## config.mk

```make
export PLATFORM = sky130hd
export DESIGN_NAME = bsd_memctl
export DESIGN_NICKNAME = d
export VERILOG_FILES = /design/src/inc/bsd_pkg.sv /design/src/design/bsd_map_decode.sv /design/src/design/bsd_ref_tuner.sv /design/src/design/bsd_memctl.sv
export VERILOG_INCLUDE_DIRS = /design/src /design/src/inc
export SDC_FILE = /design/constraint.sdc
export NUM_CORES = 1
export LEC_CHECK = 0
export BUFFER_PORTS_ARGS = -buffer_cell sky130_fd_sc_hd__clkbuf_2
export CAP_MARGIN = 40
export CORE_MARGIN = 2
export CORE_UTILIZATION = 38
export CTS_BUF_LIST = sky130_fd_sc_hd__clkbuf_16
export CTS_CLUSTER_SIZE = 12
export DETAILED_ROUTE_END_ITERATION = 10
export HOLD_SLACK_MARGIN = 0.05
export SYNTH_ARGS = -nofsm -noshare
export SYNTH_HDL_FRONTEND = slang
export SYNTH_SLANG_ARGS = --single-unit
```

## constraint.sdc

```tcl
create_clock -name core_clk -period 4.7 [get_ports core_clk]
set_clock_uncertainty 0.15 [all_clocks]
set_input_delay 0.94 -clock core_clk [delete_from_list [all_inputs] [get_ports core_clk]]
set_output_delay 0.94 -clock core_clk [all_outputs]
set_load 0.02 [all_outputs]
```

## src/inc/bsd_regs.svh

```systemverilog
// register offsets, field positions, reset values and timing counts
`ifndef BSD_REGS_SVH
`define BSD_REGS_SVH
// Overview of operation
// shadow 11 plus spare bit frees E8000-EFFFF
// video size 16/32/48/64 KB, reset 16
// layout 00 selects ROM E/F and top
// layout 10 selects F, top, C window
// shared ROM video half seen at C and F
// ROM select is chip-select code 00
// layout codes 128K, 64K reset, shared, reserved
// pointer IRQ choice boosts speed one second
// unmapped E segment DRAM made inaccessible
// remapped E segment goes to expansion bus
// boundary register blocks writes above it
// DMA cycles timed by tuned delay line
// timing register writes apply at once
// mode 00 one-clock hold, 01 half
// read after write adds one wait
// EMS and interleave miss add wait
// write CAS delay 1.0 to 2.5
// read CAS delay 1.0 to 2.5
// RAS hold after CAS, halved on 1X
// CAS pulse extension in half steps
// added wait states 0 to 3
// precharge is 2(2+ws) minus RAS width
`define BSD_TIM_ADDR 16'h4072
`define BSD_SHD_ADDR 16'h6072
`define BSD_BND_ADDR 16'hc072
`define BSD_TIM_RST 16'h0000
`define BSD_SHD_RST 16'h0004
`define BSD_BND_RST 16'h0000
`define BSD_TIM_MASK 16'h7f7f
`define BSD_SHD_MASK 16'hffbf
`define BSD_BND_MASK 16'h00ff
`define BSD_HMWP_BIT 13
`define BSD_WP_BIT 12
`define BSD_SHD_LSB 8
`define BSD_XMEM_BIT 7
`define BSD_VSZ_LSB 4
`define BSD_ROM_LSB 2
`define BSD_PTR_LSB 0
`define BSD_MODE_LSB 13
`define BSD_RAW_BIT 12
`define BSD_WCAS_LSB 10
`define BSD_RCAS_LSB 8
`define BSD_HLD_LSB 5
`define BSD_PWE_LSB 2
`define BSD_WS_LSB 0
`define BSD_CS_ROM 5'h00
`define BSD_CS_NONE 5'h1f
`define BSD_CLK_KHZ 40000
`define BSD_BOOST_MS 1000
`define BSD_BOOST_CYC (`BSD_BOOST_MS * `BSD_CLK_KHZ)
`define BSD_ROW_UNITS 6'd4
`define BSD_CAS_UNITS 6'd4
`define BSD_DMA_PERIODS 2'd2
`endif

```

## src/inc/bsd_pkg.sv

```systemverilog
// types and shared helpers for the memory map and timing block
`default_nettype none
package bsd_pkg;
    typedef enum logic [2:0] {
        st_idle,
        st_row,
        st_casd,
        st_act,
        st_pre,
        st_wait
    } bsd_state_t;
    // half-step code to core clocks: 1.0 DOUBLE_RATE_CPU_CLOCK = 2 units
    function automatic logic [5:0] bsd_half(input logic [1:0] code);
        return 6'd2 + {4'd0, code};
    endfunction
endpackage
`default_nettype wire

```

## src/design/bsd_map_decode.sv

```systemverilog
// address decode for ROM select, shadow RAM, expansion and write protect
`timescale 1ns/1ps
`default_nettype none
`include "bsd_regs.svh"
module bsd_map_decode (
    input wire logic [24:0] addr,
    input wire logic is_write,
    input wire logic [15:0] shd_reg,
    input wire logic [7:0] bound,
    output logic rom_cs,
    output logic exp_sel,
    output logic dram_sel,
    output logic wr_block
);
    logic [1:0] bios_shadow_select;
    logic [1:0] vsz;
    logic [1:0] rom;
    logic lowmb, seg_c, seg_e, seg_f, top_e, top_f;
    logic vwin, xram, shadow_hit, hi640, remap;
    assign bios_shadow_select = shd_reg[`BSD_SHD_LSB+:2];
    assign vsz = shd_reg[`BSD_VSZ_LSB+:2];
    assign rom = shd_reg[`BSD_ROM_LSB+:2];
    assign lowmb = addr[24:20] == 5'h00;
    assign seg_c = lowmb && addr[19:16] == 4'hc;
    assign seg_e = lowmb && addr[19:16] == 4'he;
    assign seg_f = lowmb && addr[19:16] == 4'hf;
    assign top_e = addr[24:17] == 8'h7f;
    assign top_f = addr[24:16] == 9'h0ff;
    assign hi640 = lowmb && addr[19:17] >= 3'h5;
    // video window grows in 16 KB steps from C0000
    assign vwin = seg_c && addr[15:14] <= vsz;
    // E segment is handed to the expansion bus once video is remapped
    assign remap = bios_shadow_select == 2'b11;
    assign xram = remap && shd_reg[`BSD_XMEM_BIT] && seg_e && addr[15];
    // shadowed ROM images are served from DRAM
    always_comb begin
        case (bios_shadow_select)
            2'b01: shadow_hit = seg_f;
            2'b10: shadow_hit = seg_e || seg_f;
            2'b11: shadow_hit = seg_f || vwin;
            default: shadow_hit = 1'b0;
        endcase
    end
    // ROM select per layout; reserved layout never selects
    always_comb begin
        case (rom)
            2'b00: rom_cs = (seg_e && !remap) || seg_f || top_e;
            2'b01: rom_cs = seg_f || top_f;
            2'b10: rom_cs = seg_f || top_f || vwin;
            default: rom_cs = 1'b0;
        endcase
        if (shadow_hit) begin
            rom_cs = 1'b0;
        end
    end
    // unmapped E segment falls to the bus, hiding its DRAM
    assign exp_sel = hi640 && !rom_cs && !shadow_hit && !xram;
    assign dram_sel = !rom_cs && !exp_sel;
    assign wr_block = is_write && ((shd_reg[`BSD_HMWP_BIT] && addr[24:17] >= bound)
        || (shd_reg[`BSD_WP_BIT] && shadow_hit));
endmodule
`default_nettype wire

```

## src/design/bsd_ref_tuner.sv

```systemverilog
// measures the reference clock period to tune the DMA delay line
`timescale 1ns/1ps
`default_nettype none
module bsd_ref_tuner (
    input wire logic core_clk,
    input wire logic rst_n,
    input wire logic ref_in,
    output logic [3:0] tune
);
    logic ref_q;
    logic [3:0] cnt_q, cnt_d, tune_q, tune_d;
    logic rise;
    assign rise = ref_in && !ref_q;
    assign tune = tune_q;
    // period in core clocks, saturating so a stopped reference is harmless
    always_comb begin
        cnt_d = cnt_q;
        tune_d = tune_q;
        if (rise) begin
            tune_d = (cnt_q == 4'h0) ? 4'h1 : cnt_q;
            cnt_d = 4'h1;
        end else if (cnt_q != 4'hf) begin
            cnt_d = cnt_q + 4'h1;
        end
    end
    always_ff @(posedge core_clk or negedge rst_n) begin
        if (!rst_n) begin
            ref_q <= 1'b0;
            cnt_q <= 4'h0;
            tune_q <= 4'h3;
        end else begin
            ref_q <= ref_in;
            cnt_q <= cnt_d;
            tune_q <= tune_d;
        end
    end
endmodule
`default_nettype wire

```

## src/design/bsd_memctl.sv

```systemverilog
// memory map registers and non-page DRAM cycle sequencer
`timescale 1ns/1ps
`default_nettype none
`include "bsd_regs.svh"
module bsd_memctl #(
    parameter int BOOST_CYCLES = `BSD_BOOST_CYC
) (
    input wire logic core_clk,
    input wire logic rst_n,
    input wire logic [15:0] io_addr,
    input wire logic io_wr,
    input wire logic io_rd,
    input wire logic [15:0] io_wdata,
    output logic [15:0] io_rdata,
    input wire logic mem_start,
    input wire logic [24:0] mem_addr,
    input wire logic mem_write,
    input wire logic mem_dma,
    input wire logic mem_ems,
    input wire logic mem_ilv_miss,
    input wire logic [2:0] pointer_irq,
    input wire logic auto_speed_switch,
    input wire logic reference_14m_clock,
    output logic [4:0] rom_chip_select,
    output logic expansion_select,
    output logic dram_select,
    output logic write_blocked,
    output logic ras_n,
    output logic cas_n,
    output logic cycle_done,
    output logic [2:0] wait_states,
    output logic speed_boost,
    output logic pointer_activity
);
    logic [15:0] tim_q, tim_d, shd_q, shd_d, bnd_q, bnd_d, rdata_q, rdata_d;
    logic dec_rom, dec_exp, dec_dram, dec_block;
    logic [3:0] tune;
    bsd_pkg::bsd_state_t st_q, st_d;
    logic [5:0] cnt_q, cnt_d, rasl_q, rasl_d, casl_q, casl_d;
    logic [5:0] cdl_q, cdl_d, cw_q, cw_d, hold_q, hold_d, pre_q, pre_d;
    logic [2:0] waits_q, waits_d;
    logic [4:0] cs_q, cs_d;
    logic exp_q, exp_d, dram_q, dram_d, blk_q, blk_d;
    logic ras_n_q, ras_n_d, cas_n_q, cas_n_d, done_q, done_d, raw_q, raw_d;
    logic [25:0] boost_q, boost_d;
    logic ptr_hit, act_q, act_d, spd_q, spd_d;
    logic [1:0] cc, ptr;
    logic shrink, pshrink;
    logic [5:0] cdl_c, cw_c, hold_c, rasw_c, pref_c;
    logic [2:0] waits_c;

    bsd_map_decode u_dec (
        .addr(mem_addr),
        .is_write(mem_write),
        .shd_reg(shd_q),
        .bound(bnd_q[7:0]),
        .rom_cs(dec_rom),
        .exp_sel(dec_exp),
        .dram_sel(dec_dram),
        .wr_block(dec_block)
    );

    bsd_ref_tuner u_tune (
        .core_clk(core_clk),
        .rst_n(rst_n),
        .ref_in(reference_14m_clock),
        .tune(tune)
    );

    // i/o port registers; reads return masked contents a cycle later
    always_comb begin
        tim_d = tim_q;
        shd_d = shd_q;
        bnd_d = bnd_q;
        rdata_d = rdata_q;
        if (io_wr) begin
            case (io_addr)
                `BSD_TIM_ADDR: tim_d = io_wdata & `BSD_TIM_MASK;
                `BSD_SHD_ADDR: shd_d = io_wdata & `BSD_SHD_MASK;
                `BSD_BND_ADDR: bnd_d = io_wdata & `BSD_BND_MASK;
                default: tim_d = tim_q;
            endcase
        end
        if (io_rd) begin
            case (io_addr)
                `BSD_TIM_ADDR: rdata_d = tim_q;
                `BSD_SHD_ADDR: rdata_d = shd_q;
                `BSD_BND_ADDR: rdata_d = bnd_q;
                default: rdata_d = 16'h0000;
            endcase
        end
    end
    always_ff @(posedge core_clk or negedge rst_n) begin
        if (!rst_n) begin
            tim_q <= `BSD_TIM_RST;
            shd_q <= `BSD_SHD_RST;
            bnd_q <= `BSD_BND_RST;
            rdata_q <= 16'h0000;
        end else begin
            tim_q <= tim_d;
            shd_q <= shd_d;
            bnd_q <= bnd_d;
            rdata_q <= rdata_d;
        end
    end

    // cycle timing from the live register, so a write counts on the next cycle
    always_comb begin
        cc = mem_write ? tim_q[`BSD_WCAS_LSB+:2] : tim_q[`BSD_RCAS_LSB+:2];
        shrink = cc[1];
        pshrink = mem_write ? tim_q[`BSD_WCAS_LSB] : tim_q[`BSD_RCAS_LSB+1];
        cdl_c = bsd_pkg::bsd_half(cc);
        // mode 01 trims row hold by half a clock before a read CAS
        if (tim_q[`BSD_MODE_LSB] && !mem_write) begin
            cdl_c = cdl_c - 6'd1;
        end
        hold_c = bsd_pkg::bsd_half(tim_q[`BSD_HLD_LSB+:2]) - {5'd0, shrink};
        cw_c = `BSD_CAS_UNITS + {3'd0, tim_q[`BSD_PWE_LSB+:3]} - {5'd0, pshrink};
        rasw_c = cdl_c + hold_c;
        pref_c = {2'b00, tim_q[`BSD_WS_LSB+:2], 2'b00} + 6'd8;
        // negative or zero precharge clamps to one cycle
        pref_c = (pref_c > rasw_c) ? pref_c - rasw_c : 6'd1;
        waits_c = {2'b00, !tim_q[`BSD_MODE_LSB]} + {1'b0, tim_q[`BSD_WS_LSB+:2]}
            + {2'b00, raw_q && !mem_write && !tim_q[`BSD_RAW_BIT]}
            + {2'b00, mem_ems || mem_ilv_miss};
        if (mem_dma) begin
            cdl_c = {tune, 2'b00} >> 1;
            cw_c = cdl_c;
            hold_c = cdl_c;
            waits_c = 3'd0;
        end
    end

    // sequencer: row setup, CAS delay, active, precharge, waits
    always_comb begin
        st_d = st_q;
        cnt_d = cnt_q;
        rasl_d = rasl_q;
        casl_d = casl_q;
        cdl_d = cdl_q;
        cw_d = cw_q;
        hold_d = hold_q;
        pre_d = pre_q;
        waits_d = waits_q;
        cs_d = cs_q;
        exp_d = exp_q;
        dram_d = dram_q;
        blk_d = blk_q;
        ras_n_d = ras_n_q;
        cas_n_d = cas_n_q;
        done_d = 1'b0;
        raw_d = raw_q;
        case (st_q)
            bsd_pkg::st_idle: begin
                if (mem_start) begin
                    cs_d = dec_rom ? `BSD_CS_ROM : `BSD_CS_NONE;
                    exp_d = dec_exp;
                    dram_d = dec_dram && !dec_block;
                    blk_d = dec_block;
                    cdl_d = cdl_c;
                    cw_d = cw_c;
                    hold_d = hold_c;
                    pre_d = pref_c;
                    waits_d = waits_c;
                    if (dec_dram && !dec_block) begin
                        raw_d = mem_write;
                        if (mem_dma) begin
                            ras_n_d = 1'b0;
                            cnt_d = cdl_c;
                            st_d = bsd_pkg::st_casd;
                        end else begin
                            cnt_d = `BSD_ROW_UNITS;
                            st_d = bsd_pkg::st_row;
                        end
                    end else begin
                        done_d = 1'b1;
                    end
                end
            end
            bsd_pkg::st_row: begin
                cnt_d = cnt_q - 6'd1;
                if (cnt_q == 6'd1) begin
                    ras_n_d = 1'b0;
                    cnt_d = cdl_q;
                    st_d = bsd_pkg::st_casd;
                end
            end
            bsd_pkg::st_casd: begin
                cnt_d = cnt_q - 6'd1;
                if (cnt_q == 6'd1) begin
                    cas_n_d = 1'b0;
                    rasl_d = hold_q;
                    casl_d = cw_q;
                    st_d = bsd_pkg::st_act;
                end
            end
            bsd_pkg::st_act: begin
                if (rasl_q != 6'd0) begin
                    rasl_d = rasl_q - 6'd1;
                end
                if (casl_q != 6'd0) begin
                    casl_d = casl_q - 6'd1;
                end
                if (rasl_q == 6'd1) begin
                    ras_n_d = 1'b1;
                end
                if (casl_q == 6'd1) begin
                    cas_n_d = 1'b1;
                end
                if (rasl_q <= 6'd1 && casl_q <= 6'd1) begin
                    ras_n_d = 1'b1;
                    cas_n_d = 1'b1;
                    cnt_d = pre_q;
                    st_d = bsd_pkg::st_pre;
                end
            end
            bsd_pkg::st_pre: begin
                cnt_d = cnt_q - 6'd1;
                if (cnt_q == 6'd1) begin
                    if (waits_q == 3'd0) begin
                        done_d = 1'b1;
                        st_d = bsd_pkg::st_idle;
                    end else begin
                        // one wait state is one processor clock, four units
                        cnt_d = {1'b0, waits_q, 2'b00};
                        st_d = bsd_pkg::st_wait;
                    end
                end
            end
            bsd_pkg::st_wait: begin
                cnt_d = cnt_q - 6'd1;
                if (cnt_q == 6'd1) begin
                    done_d = 1'b1;
                    st_d = bsd_pkg::st_idle;
                end
            end
            default: st_d = bsd_pkg::st_idle;
        endcase
    end
    always_ff @(posedge core_clk or negedge rst_n) begin
        if (!rst_n) begin
            st_q <= bsd_pkg::st_idle;
            cnt_q <= 6'd0;
            rasl_q <= 6'd0;
            casl_q <= 6'd0;
            cdl_q <= 6'd0;
            cw_q <= 6'd0;
            hold_q <= 6'd0;
            pre_q <= 6'd0;
            waits_q <= 3'd0;
            cs_q <= `BSD_CS_NONE;
            exp_q <= 1'b0;
            dram_q <= 1'b0;
            blk_q <= 1'b0;
            ras_n_q <= 1'b1;
            cas_n_q <= 1'b1;
            done_q <= 1'b0;
            raw_q <= 1'b0;
        end else begin
            st_q <= st_d;
            cnt_q <= cnt_d;
            rasl_q <= rasl_d;
            casl_q <= casl_d;
            cdl_q <= cdl_d;
            cw_q <= cw_d;
            hold_q <= hold_d;
            pre_q <= pre_d;
            waits_q <= waits_d;
            cs_q <= cs_d;
            exp_q <= exp_d;
            dram_q <= dram_d;
            blk_q <= blk_d;
            ras_n_q <= ras_n_d;
            cas_n_q <= cas_n_d;
            done_q <= done_d;
            raw_q <= raw_d;
        end
    end

    // pointer interrupt select and one-second speed boost
    assign ptr = shd_q[`BSD_PTR_LSB+:2];
    always_comb begin
        case (ptr)
            2'b01: ptr_hit = pointer_irq[0];
            2'b10: ptr_hit = pointer_irq[1];
            2'b11: ptr_hit = pointer_irq[2];
            default: ptr_hit = 1'b0;
        endcase
        act_d = ptr_hit;
        boost_d = (boost_q != 26'd0) ? boost_q - 26'd1 : 26'd0;
        if (ptr_hit && auto_speed_switch) begin
            boost_d = 26'(BOOST_CYCLES);
        end
        spd_d = boost_d != 26'd0;
    end
    always_ff @(posedge core_clk or negedge rst_n) begin
        if (!rst_n) begin
            boost_q <= 26'd0;
            act_q <= 1'b0;
            spd_q <= 1'b0;
        end else begin
            boost_q <= boost_d;
            act_q <= act_d;
            spd_q <= spd_d;
        end
    end

    assign io_rdata = rdata_q;
    assign rom_chip_select = cs_q;
    assign expansion_select = exp_q;
    assign dram_select = dram_q;
    assign write_blocked = blk_q;
    assign ras_n = ras_n_q;
    assign cas_n = cas_n_q;
    assign cycle_done = done_q;
    assign wait_states = waits_q;
    assign speed_boost = spd_q;
    assign pointer_activity = act_q;
endmodule
`default_nettype wire

```

==> results of run 1 <==
[report_power, final]
part           internal, mW  switching [mW]  total (mW)  leakage [nW]
clock network         0.834           0.536        1.37         0.291
logic                0.0922           0.123       0.215          2.22
registers              1.26          0.0680        1.33          1.77
[through the flow]
step	instance area, um2	std cells	worst slack (ns)	util (%)	hold slack, ns
final	9180	1201	1.18	45.2	0.267
after global routing	9180	1201	0.904	45.2	0.287
after CTS	9180	1201	1.19	45.2	0.266
after detailed placement	8580	1169	0.740	42.3	0.318
after global placement	8550	1168	0.759	42.1	0.311
after floorplan	7900	845	0.882	-	0.295
[state kept, by name, summed over array words and instances, names as in the netlist, 3 cells and up]
register / flops
rasl_q: 6
pre_q: 6
cw_q: 4
shd_q: 15
tim_q: 14
wait_states: 3
casl_q: 6
st_q: 3
hold_q: 3
bnd_q: 8
u_tune.tune: 4
u_tune.cnt_q: 4
io_rdata: 16
cdl_q: 5
cnt_q: 6
boost_q: 26
[layer usage]
metal	vias up	track usage (%)	wire, um
met4	0	5.00	252
met3	21	3.59	652
met5	-	0	0
met2	111	27.5	8410
li1	3133	-	-
met1	3043	26.2	9370
[cells by family (layout without fill, tap and decap cells)]
| family | after synthesis | in the layout | share of synthesized area (%) |
|---|---|---|---|
| flip-flops | 140 | 140 | 44.5 |
| XOR/XNOR | 28 | 28 | 3.11 |
| AO/OA/AOI/OAI | 181 | 181 | 14.6 |
| AND/OR/NAND/NOR | 305 | 305 | 19.3 |
| buffers and inverters | 99 | 185 | 4.93 |
| multiplexers | 56 | 56 | 7.54 |
| adder cells (fa/ha/maj) | 36 | 36 | 6.08 |
[area by class of cell]
cell class              count  area (um2)  share of cell area, %
multi-input cells         606        4000                   43.5
flip-flops and latches    140        3510                   38.2
repair buffers             94         512                   5.58
clock buffers              17         425                   4.63
well taps                 270         338                   3.68
inverters                  59         221                   2.41
clock inverters            15         175                   1.91
[placed cells by master, fill, tap and decap left out, types with 6 or more instances in the layout]
master	count
dfrtp_1	134
nand2_1	102
clkbuf_2	87
nor2_1	64
inv_1	61
o21ai_0	54
a21oi_1	36
ha_1	32
nand3_1	30
mux2i_1	28
mux2_2	27
nor3_1	25
o22ai_1	20
xnor2_1	17
clkbuf_16	17
nor2b_1	12
xor2_1	11
nor4_1	10
nand2b_1	10
or3_1	8
a31oi_1	8
nor3b_1	7
o22a_1	7
dfstp_2	6
[worst reg2reg max path: stages, from the launching register on]
cell     delay (ns)
dfrtp_1        0.43
nand2_1        0.12
o21ai_0        0.10
ha_1           0.29
a31o_2         0.28
ha_1           0.29
a21o_1         0.17
a21o_1         0.19
ha_1           0.33
nor2b_1        0.12
o22ai_1        0.08
a21oi_1        0.34
a32o_1         0.23
[how the worst max path moves through the flow]
| stage | endpoint | cells after the start | from |
|---|---|---|---|
| 6_report | pre_q[5] | 14 | mem_write |
| 5_1_grt | pre_q[5] | 14 | mem_write |
| 4_1_cts | pre_q[5] | 14 | mem_write |
| 3_5_place_dp | pre_q[5] | 14 | mem_write |
| 3_3_place_gp | pre_q[5] | 14 | mem_write |
| 2_1_floorplan | pre_q[5] | 14 | mem_write |
==> impl_metrics.ini, run 1 <==
[sta]
worstMarginPinSlew_ns = 0.849
final_hold_viol_count = 0
rsz0062_at_grt = no
final.min_clock_period_ns = 3.52
slew_violations = 0
maxSlewHeadroom_pct = 43.2
tns_ns = 0
fmax_mhz = 284
setup_violations = 0
period_share_pct = 74.8

[logic_synthesis]
syn_inst = 845
synth_top_area_share_pct = 42.5
yosysMostFrequentCell = dfrtp_1
async_flop_share_pct = 100
synth_top_cell_by_area = dfrtp_1
synth_ff_type = dfrtp_1
netlist_area_um2 = 7900
synth_area_per_cell_um2 = 9.34
yosys_register_bits = 140
ys_seq_area_share_pct = 44.5
synthesis.nets = 952
synth_area_leaders = dfrtp_1, ha_1, nand2_1
synth_edf_count = 0
ys_types = 73
yosys_warnings = 0
yosys-top-cells-count = dfrtp_1, nand2_1, nor2_1

[worst_setup_path]
worstReg2RegEnd = pre_q[5]
cp_top_family = compound AO/OA/AOI/OAI gates
crit_fanout = 10
crit_slowest_cell = a21oi_1
cp_cell_sequence = clkbuf_2 > inv_1 > nand2_1 > nand2_1 > ha_1 > a31o_2 > ha_1 > a21o_1 > a21o_1 > ha_1 > nor2b_1 > o22ai_1 > a21oi_1 > a32o_1
worstPathArrival_ns = 3.73
path_class = input port to flip-flop
r2r_slack_ns = 1.53
worstPathRequired_ns = 4.91
path_common_cell = ha_1
critPathLaunchType = input port
slowest_delay_ns = 0.34
end_kind = flip-flop
critPathBufInv = 2
worst-r2r-cell-count = 12
reg2reg_from = tim_q[10]

[placement]
hpwl_um = 13700
place.port_buffers = 88
place_congestion = 0.791

[cells_and_area]
n_fill_cell = 1979
final_net_count = 1025
area_growth_pct = 16.2
diodes = 0
drive_gt1_share_pct = 18.0

[global_route]
grt_pass1_wl_um = 31700
overflow = 0
first_global_vias = 6166
grt_use_total_pct = 18.0
grt_max_degree = 74
antenna_found_initial = 0

[status]
status = finished clean

[cts]
h-tree-depth = 4
cts_setup_buffers = 0
cts_sinks = 140
clock_latency_ns = 0.43
cts_tree = done
cts_root_buf = clkbuf_16
cts_resized = 0
clk_pin_slew_ns = 0.06
holdBufCountCts = 0
numCtsBuffers = 17
clk_path_buf_depth = 2

[drt]
dr.pass1.iters = 4
viasPerCell = 5.25
totalWireLength_um = 18700
drc_errors = 0
antenna_left = 0
dr_total_vias = 6308
drt_iter0_drc = 357
wire_per_inst_um = 15.6

[pwr]
p_leak_nw = 4.27
vdd_drop_max_mv = 0.194
powerDensity_nw_per_um2 = 317
finalPower_mw = 2.91

[die]
core_area_um2 = 20300
die-height_um = 148
die_w_um = 148
row_count = 52
start_util_pct = 38.9
io_pins = 103
dieArea_um2 = 21900

[flow_run]
max-cap-violations = 0

[hold_path]
hold_class = input port to asynchronous set/reset pin
No activity file was read; power rests on OpenSTA's default activity.
==> run 2, diff against run 1 <==
- clock period: 4.7 -> 3.47 ns (I/O delays scaled with it)
==> run 2 against run 1 <==
Cell count increased by 1.2%. Largest cell class unchanged. Wire length increased by 1.4%. Highest routed layer unchanged. Critical path type is now flip-flop to flip-flop. First-iteration DRC count increased by 12%.
==> impl_metrics.ini, run 2 (synthesis results as in run 1) <==
[status]
status = finished clean

[cts]
clk_pin_slew_ns = 0.06
clock_latency_ns = 0.43
cts_sinks = 140
cts_resized = 0
h-tree-depth = 4
holdBufCountCts = 1
cts_root_buf = clkbuf_16
cts_tree = done
numCtsBuffers = 17
clk_path_buf_depth = 2
cts_setup_buffers = 0

[global_route]
antenna_found_initial = 0
busiest_layer = met2
overflow = 0
grt_pass1_wl_um = 32200
met2_usage_pct = 28.2
first_global_vias = 6316
use_met1_pct = 26.2
use_met3_pct = 3.74
grt_max_degree = 64
grt_use_total_pct = 18.3

[die]
row_count = 52
io_pins = 103
core_area_um2 = 20300
dieArea_um2 = 21900
die-height_um = 148
start_util_pct = 38.9
die_w_um = 148

[drt]
totalWireLength_um = 18900
viasPerCell = 5.27
drt_iter0_drc = 400
dr.pass1.iters = 5
wire_per_inst_um = 15.6
antenna_left = 0
dr_total_vias = 6413
drc_errors = 0

[sta]
worstMarginPinSlew_ns = 0.679
final.min_clock_period_ns = 3.05
slew_violations = 0
rsz0062_at_grt = no
final_hold_viol_count = 0
maxSlewHeadroom_pct = 54.6
hold-worst-slack_ns = 0.252
fmax_mhz = 328
period_share_pct = 87.9
tns_ns = 0
setup_violations = 0
finalWorstSetupSlack_ns = 0.420

[worst_setup_path]
critPathLaunchType = flip-flop
reg2reg_from = tim_q[10]
worstPathRequired_ns = 3.63
path_class = flip-flop to flip-flop
r2r_slack_ns = 0.42
worstPathArrival_ns = 3.21
worst-r2r-cell-count = 12
end_kind = flip-flop
worstReg2RegEnd = pre_q[5]
crit_fanout = 5

[hold_path]
min-delay-start = reference_14m_clock
hold_class = input port to flip-flop
hold_end = u_tune.ref_q
hold_depth = 1

[pwr]
vdd_drop_max_mv = 0.303
powerDensity_nw_per_um2 = 410
p_leak_nw = 4.32

[cells_and_area]
largest_register_ffs = 26
mostFrequentLayoutCell = dfrtp_1
drive_gt1_share_pct = 19.6
multi_input_area_um2 = 4000
final_cell_mix = dfrtp_1, nand2_1, clkbuf_2
diodes = 0
area_growth_pct = 17.1
postLayoutCoreUtil_pct = 45.5
seq_area_um2 = 3510
largest_register = boost_q
final_net_count = 1041
n_fill_cell = 2028

[placement]
place_congestion = 0.795
dpl_worst_slack_ns = -0.0189
hpwl_um = 14000
place.port_buffers = 88

[flow_run]
max-cap-violations = 0
## run 2: worst max-delay path, cell delays in order (launching register included)
cell     delay [ns]
dfrtp_1        0.43
nand2_1        0.12
o21ai_0        0.10
ha_1           0.28
a31o_2         0.28
ha_1           0.29
a21o_1         0.17
a21o_1         0.19
ha_1           0.31
nor2b_1        0.05
o22ai_1        0.16
a21oi_2        0.12
a32o_1         0.28
## run 2: cell type report
class | count | share of cell area, %
Sequential cell | 140 | 38.0
Inverter | 59 | 2.40
Multi-Input combinational cell | 606 | 43.3
Tap cell | 270 | 3.65
Clock buffer | 17 | 4.60
Timing Repair Buffer | 110 | 6.78
Clock inverter | 14 | 1.34
## run 2: layer usage
metal | wire [um] | vias to the layer above
met1 | 9300 | 3114
met3 | 778 | 19
met5 | 0 | -
met2 | 8620 | 128
met4 | 251 | 0
li1 | - | 3152
## run 2: how the worst max path moves through the flow
stage | depth (start not counted) | slack (ns) | start | endpoint
after floorplan | 14 | 0.07 | mem_write | pre_q[5]
after global placement | 14 | 0.03 | mem_write | pre_q[5]
after detailed placement | 14 | -0.02 | mem_write | pre_q[5]
after CTS | 12 | 0.42 | tim_q[10] | pre_q[5]
after global routing | 12 | 0.26 | tim_q[10] | pre_q[4]
final | 12 | 0.42 | tim_q[10] | pre_q[5]
## run 2: stage by stage
step / cell area, um2 / total power, mW / instances
5_1_grt: 9250 / 3.97 / 1216
6_report: 9250 / 3.79 / 1216
4_1_cts: 9250 / 3.83 / 1216
3_3_place_gp: 8690 / 2.12 / 1184
2_1_floorplan: 7900 / 1.98 / 845
3_5_place_dp: 8690 / 2.12 / 1184
## run 2: report_power, final
group	switching, mW	leakage [nW]	internal [mW]
clock network	0.717	0.267	0.981
registers	0.0936	1.77	1.70
logic	0.164	2.29	0.128
total	0.975	4.32	2.81
==> run 3, diff against run 2 <==
- GPL_TIMING_DRIVEN: not set -> 0
==> run 3 against run 2 <==
Setup slack worse by 0.19 ns. Combinational power about the same. Sequential cell count unchanged. Cell count up 1.4%. Register-to-register slack lost 0.19 ns. Cell area up 0.58%. Largest cell class unchanged. Power up 4.6%. Clock-buffer cell count is the same. Hold slack got worse by 0.15 ns. Sequential share of layout area decreased by 0.22 points. Global-route usage increased by 0.51 points. Fmax down 5.9%.
==> impl_metrics.ini, run 3 (synthesis results as in run 1) <==
[worst_setup_path]
critPathBufInv = 2
worstPathArrival_ns = 3.38
critPathLaunchType = flip-flop
crit_slowest_cell = nor4b_2
crit_fanout = 8
end_kind = flip-flop
slowest_delay_ns = 0.68
cp_top_family = simple AND/OR/NAND/NOR gates
worstPathRequired_ns = 3.61
cp_cell_sequence = inv_1 > ha_1 > clkbuf_1 > nor2b_1 > nand2_2 > nor4b_2 > o21ai_1 > nor4_1 > nand3_1
path_class = flip-flop to flip-flop

[die]
core_area_um2 = 20300
die-height_um = 148
dieArea_um2 = 21900
die_w_um = 148
row_count = 52
start_util_pct = 38.9
io_pins = 103

[pwr]
vdd_drop_max_mv = 0.291
finalPower_mw = 3.96
p_sw_share_pct = 25.3
powerDensity_nw_per_um2 = 426
clkPwrFrac_pct = 47.3
switchingPower_mw = 1.00
internal_power_mw = 2.96
p_comb_share_pct = 7.4
p_leak_nw = 4.32
pwr-share-seq_pct = 45.4

[cts]
cts_sinks = 140
cts_root_buf = clkbuf_16
holdBufCountCts = 0
cts_resized = 0
cts_setup_buffers = 0
clk_path_buf_depth = 2
clock_latency_ns = 0.43
clk_pin_slew_ns = 0.06
h-tree-depth = 4
cts_tree = done
numCtsBuffers = 17

[drt]
dr.pass1.iters = 5
antenna_left = 0
viasPerCell = 5.24
totalWireLength_um = 19700
drc_errors = 0
drt_iter0_drc = 428
wire_per_inst_um = 16.0
dr_total_vias = 6463

[hold_path]
hold_class = input port to asynchronous set/reset pin

[sta]
maxSlewHeadroom_pct = 38.2
hold-worst-slack_ns = 0.0986
setup_violations = 0
slew_violations = 0
final.min_clock_period_ns = 3.24
fmax_mhz = 309
worstMarginPinSlew_ns = 0.918
tns_ns = 0
rsz0062_at_grt = no
finalWorstSetupSlack_ns = 0.230
final_hold_viol_count = 0
period_share_pct = 93.4

[placement]
place.port_buffers = 85
hpwl_um = 14600
place_congestion = 0.882
dpl.cell_count = 1201
dpl_worst_slack_ns = -0.172

[cells_and_area]
drive_gt1_share_pct = 17.4
mostFrequentLayoutCell = dfrtp_1
largest_register_ffs = 26
diodes = 0
n_fill_cell = 2023
largest_register = boost_q
final_net_count = 1057
final_cell_mix = dfrtp_1, nand2_1, clkbuf_2
area_growth_pct = 17.8
layout.cells.non_filler = 1233

[global_route]
grt_pass1_wl_um = 32900
overflow = 0
grt_max_degree = 76
first_global_vias = 6393
grt_use_total_pct = 18.9
antenna_found_initial = 0

[status]
status = finished clean

[flow_run]
max-cap-violations = 0
## run 3: changes by cell type in the layout (fill, tap and decap cells not counted), moves of 2 or more
cell	previous run	this run
clkbuf_1	0	29
buf_4	20	4
buf_1	0	4
clkinv_4	4	1
buf_2	0	2
bufinv_16	1	3
clkbuf_2	87	85
clkinv_2	3	1
inv_1	60	62
## run 3: metal layers
metal  GRT usage [%]  vias up  wire length (um)
li1                -     3188                 -
met1            26.9     3114              9640
met2            29.2      141              9000
met3            4.51       20               844
met4            4.19        0               239
met5               0        -                 0
## run 3: final timing paths
check	from	end	slack, ns	cells after the start
hold / removal	rst_n	io_rdata[6]	0.1	1
setup reg to reg	boost_q[0]	speed_boost	0.23	9
setup / recovery	boost_q[0]	speed_boost	0.23	9
hold reg to reg	cas_n	cas_n	0.32	2
min in group core_clk	reference_14m_clock	u_tune.ref_q	0.25	1
max in group asynchronous	rst_n	u_tune.tune[0]	2.27	2
## run 3: area by class of cell
type	instances	area [um2]	share of cell area, %
Buffer	40	169	1.82
Clock buffer	17	425	4.57
Clock inverter	15	174	1.87
Inverter	59	221	2.38
Multi-Input combinational cell	606	4000	43.0
Sequential cell	140	3510	37.8
Tap cell	270	338	3.63
Timing Repair Buffer	86	462	4.96
## run 3: power by group through the flow
stage / Clock, mW / Sequential (mW) / Combinational [mW]
detailed placement: 0 / 1.83 / 0.296
finish: 1.87 / 1.80 / 0.292
global route: 1.98 / 1.81 / 0.339
floorplan: 0 / 1.80 / 0.177
global placement: 0 / 1.82 / 0.287
CTS: 1.90 / 1.80 / 0.297
## run 3: stage by stage
stage	cell area [um2]	utilization, %
4_1_cts	9300	45.8
3_5_place_dp	8700	42.9
6_report	9300	45.8
2_1_floorplan	7900	-
5_1_grt	9300	45.8
3_3_place_gp	8660	42.7
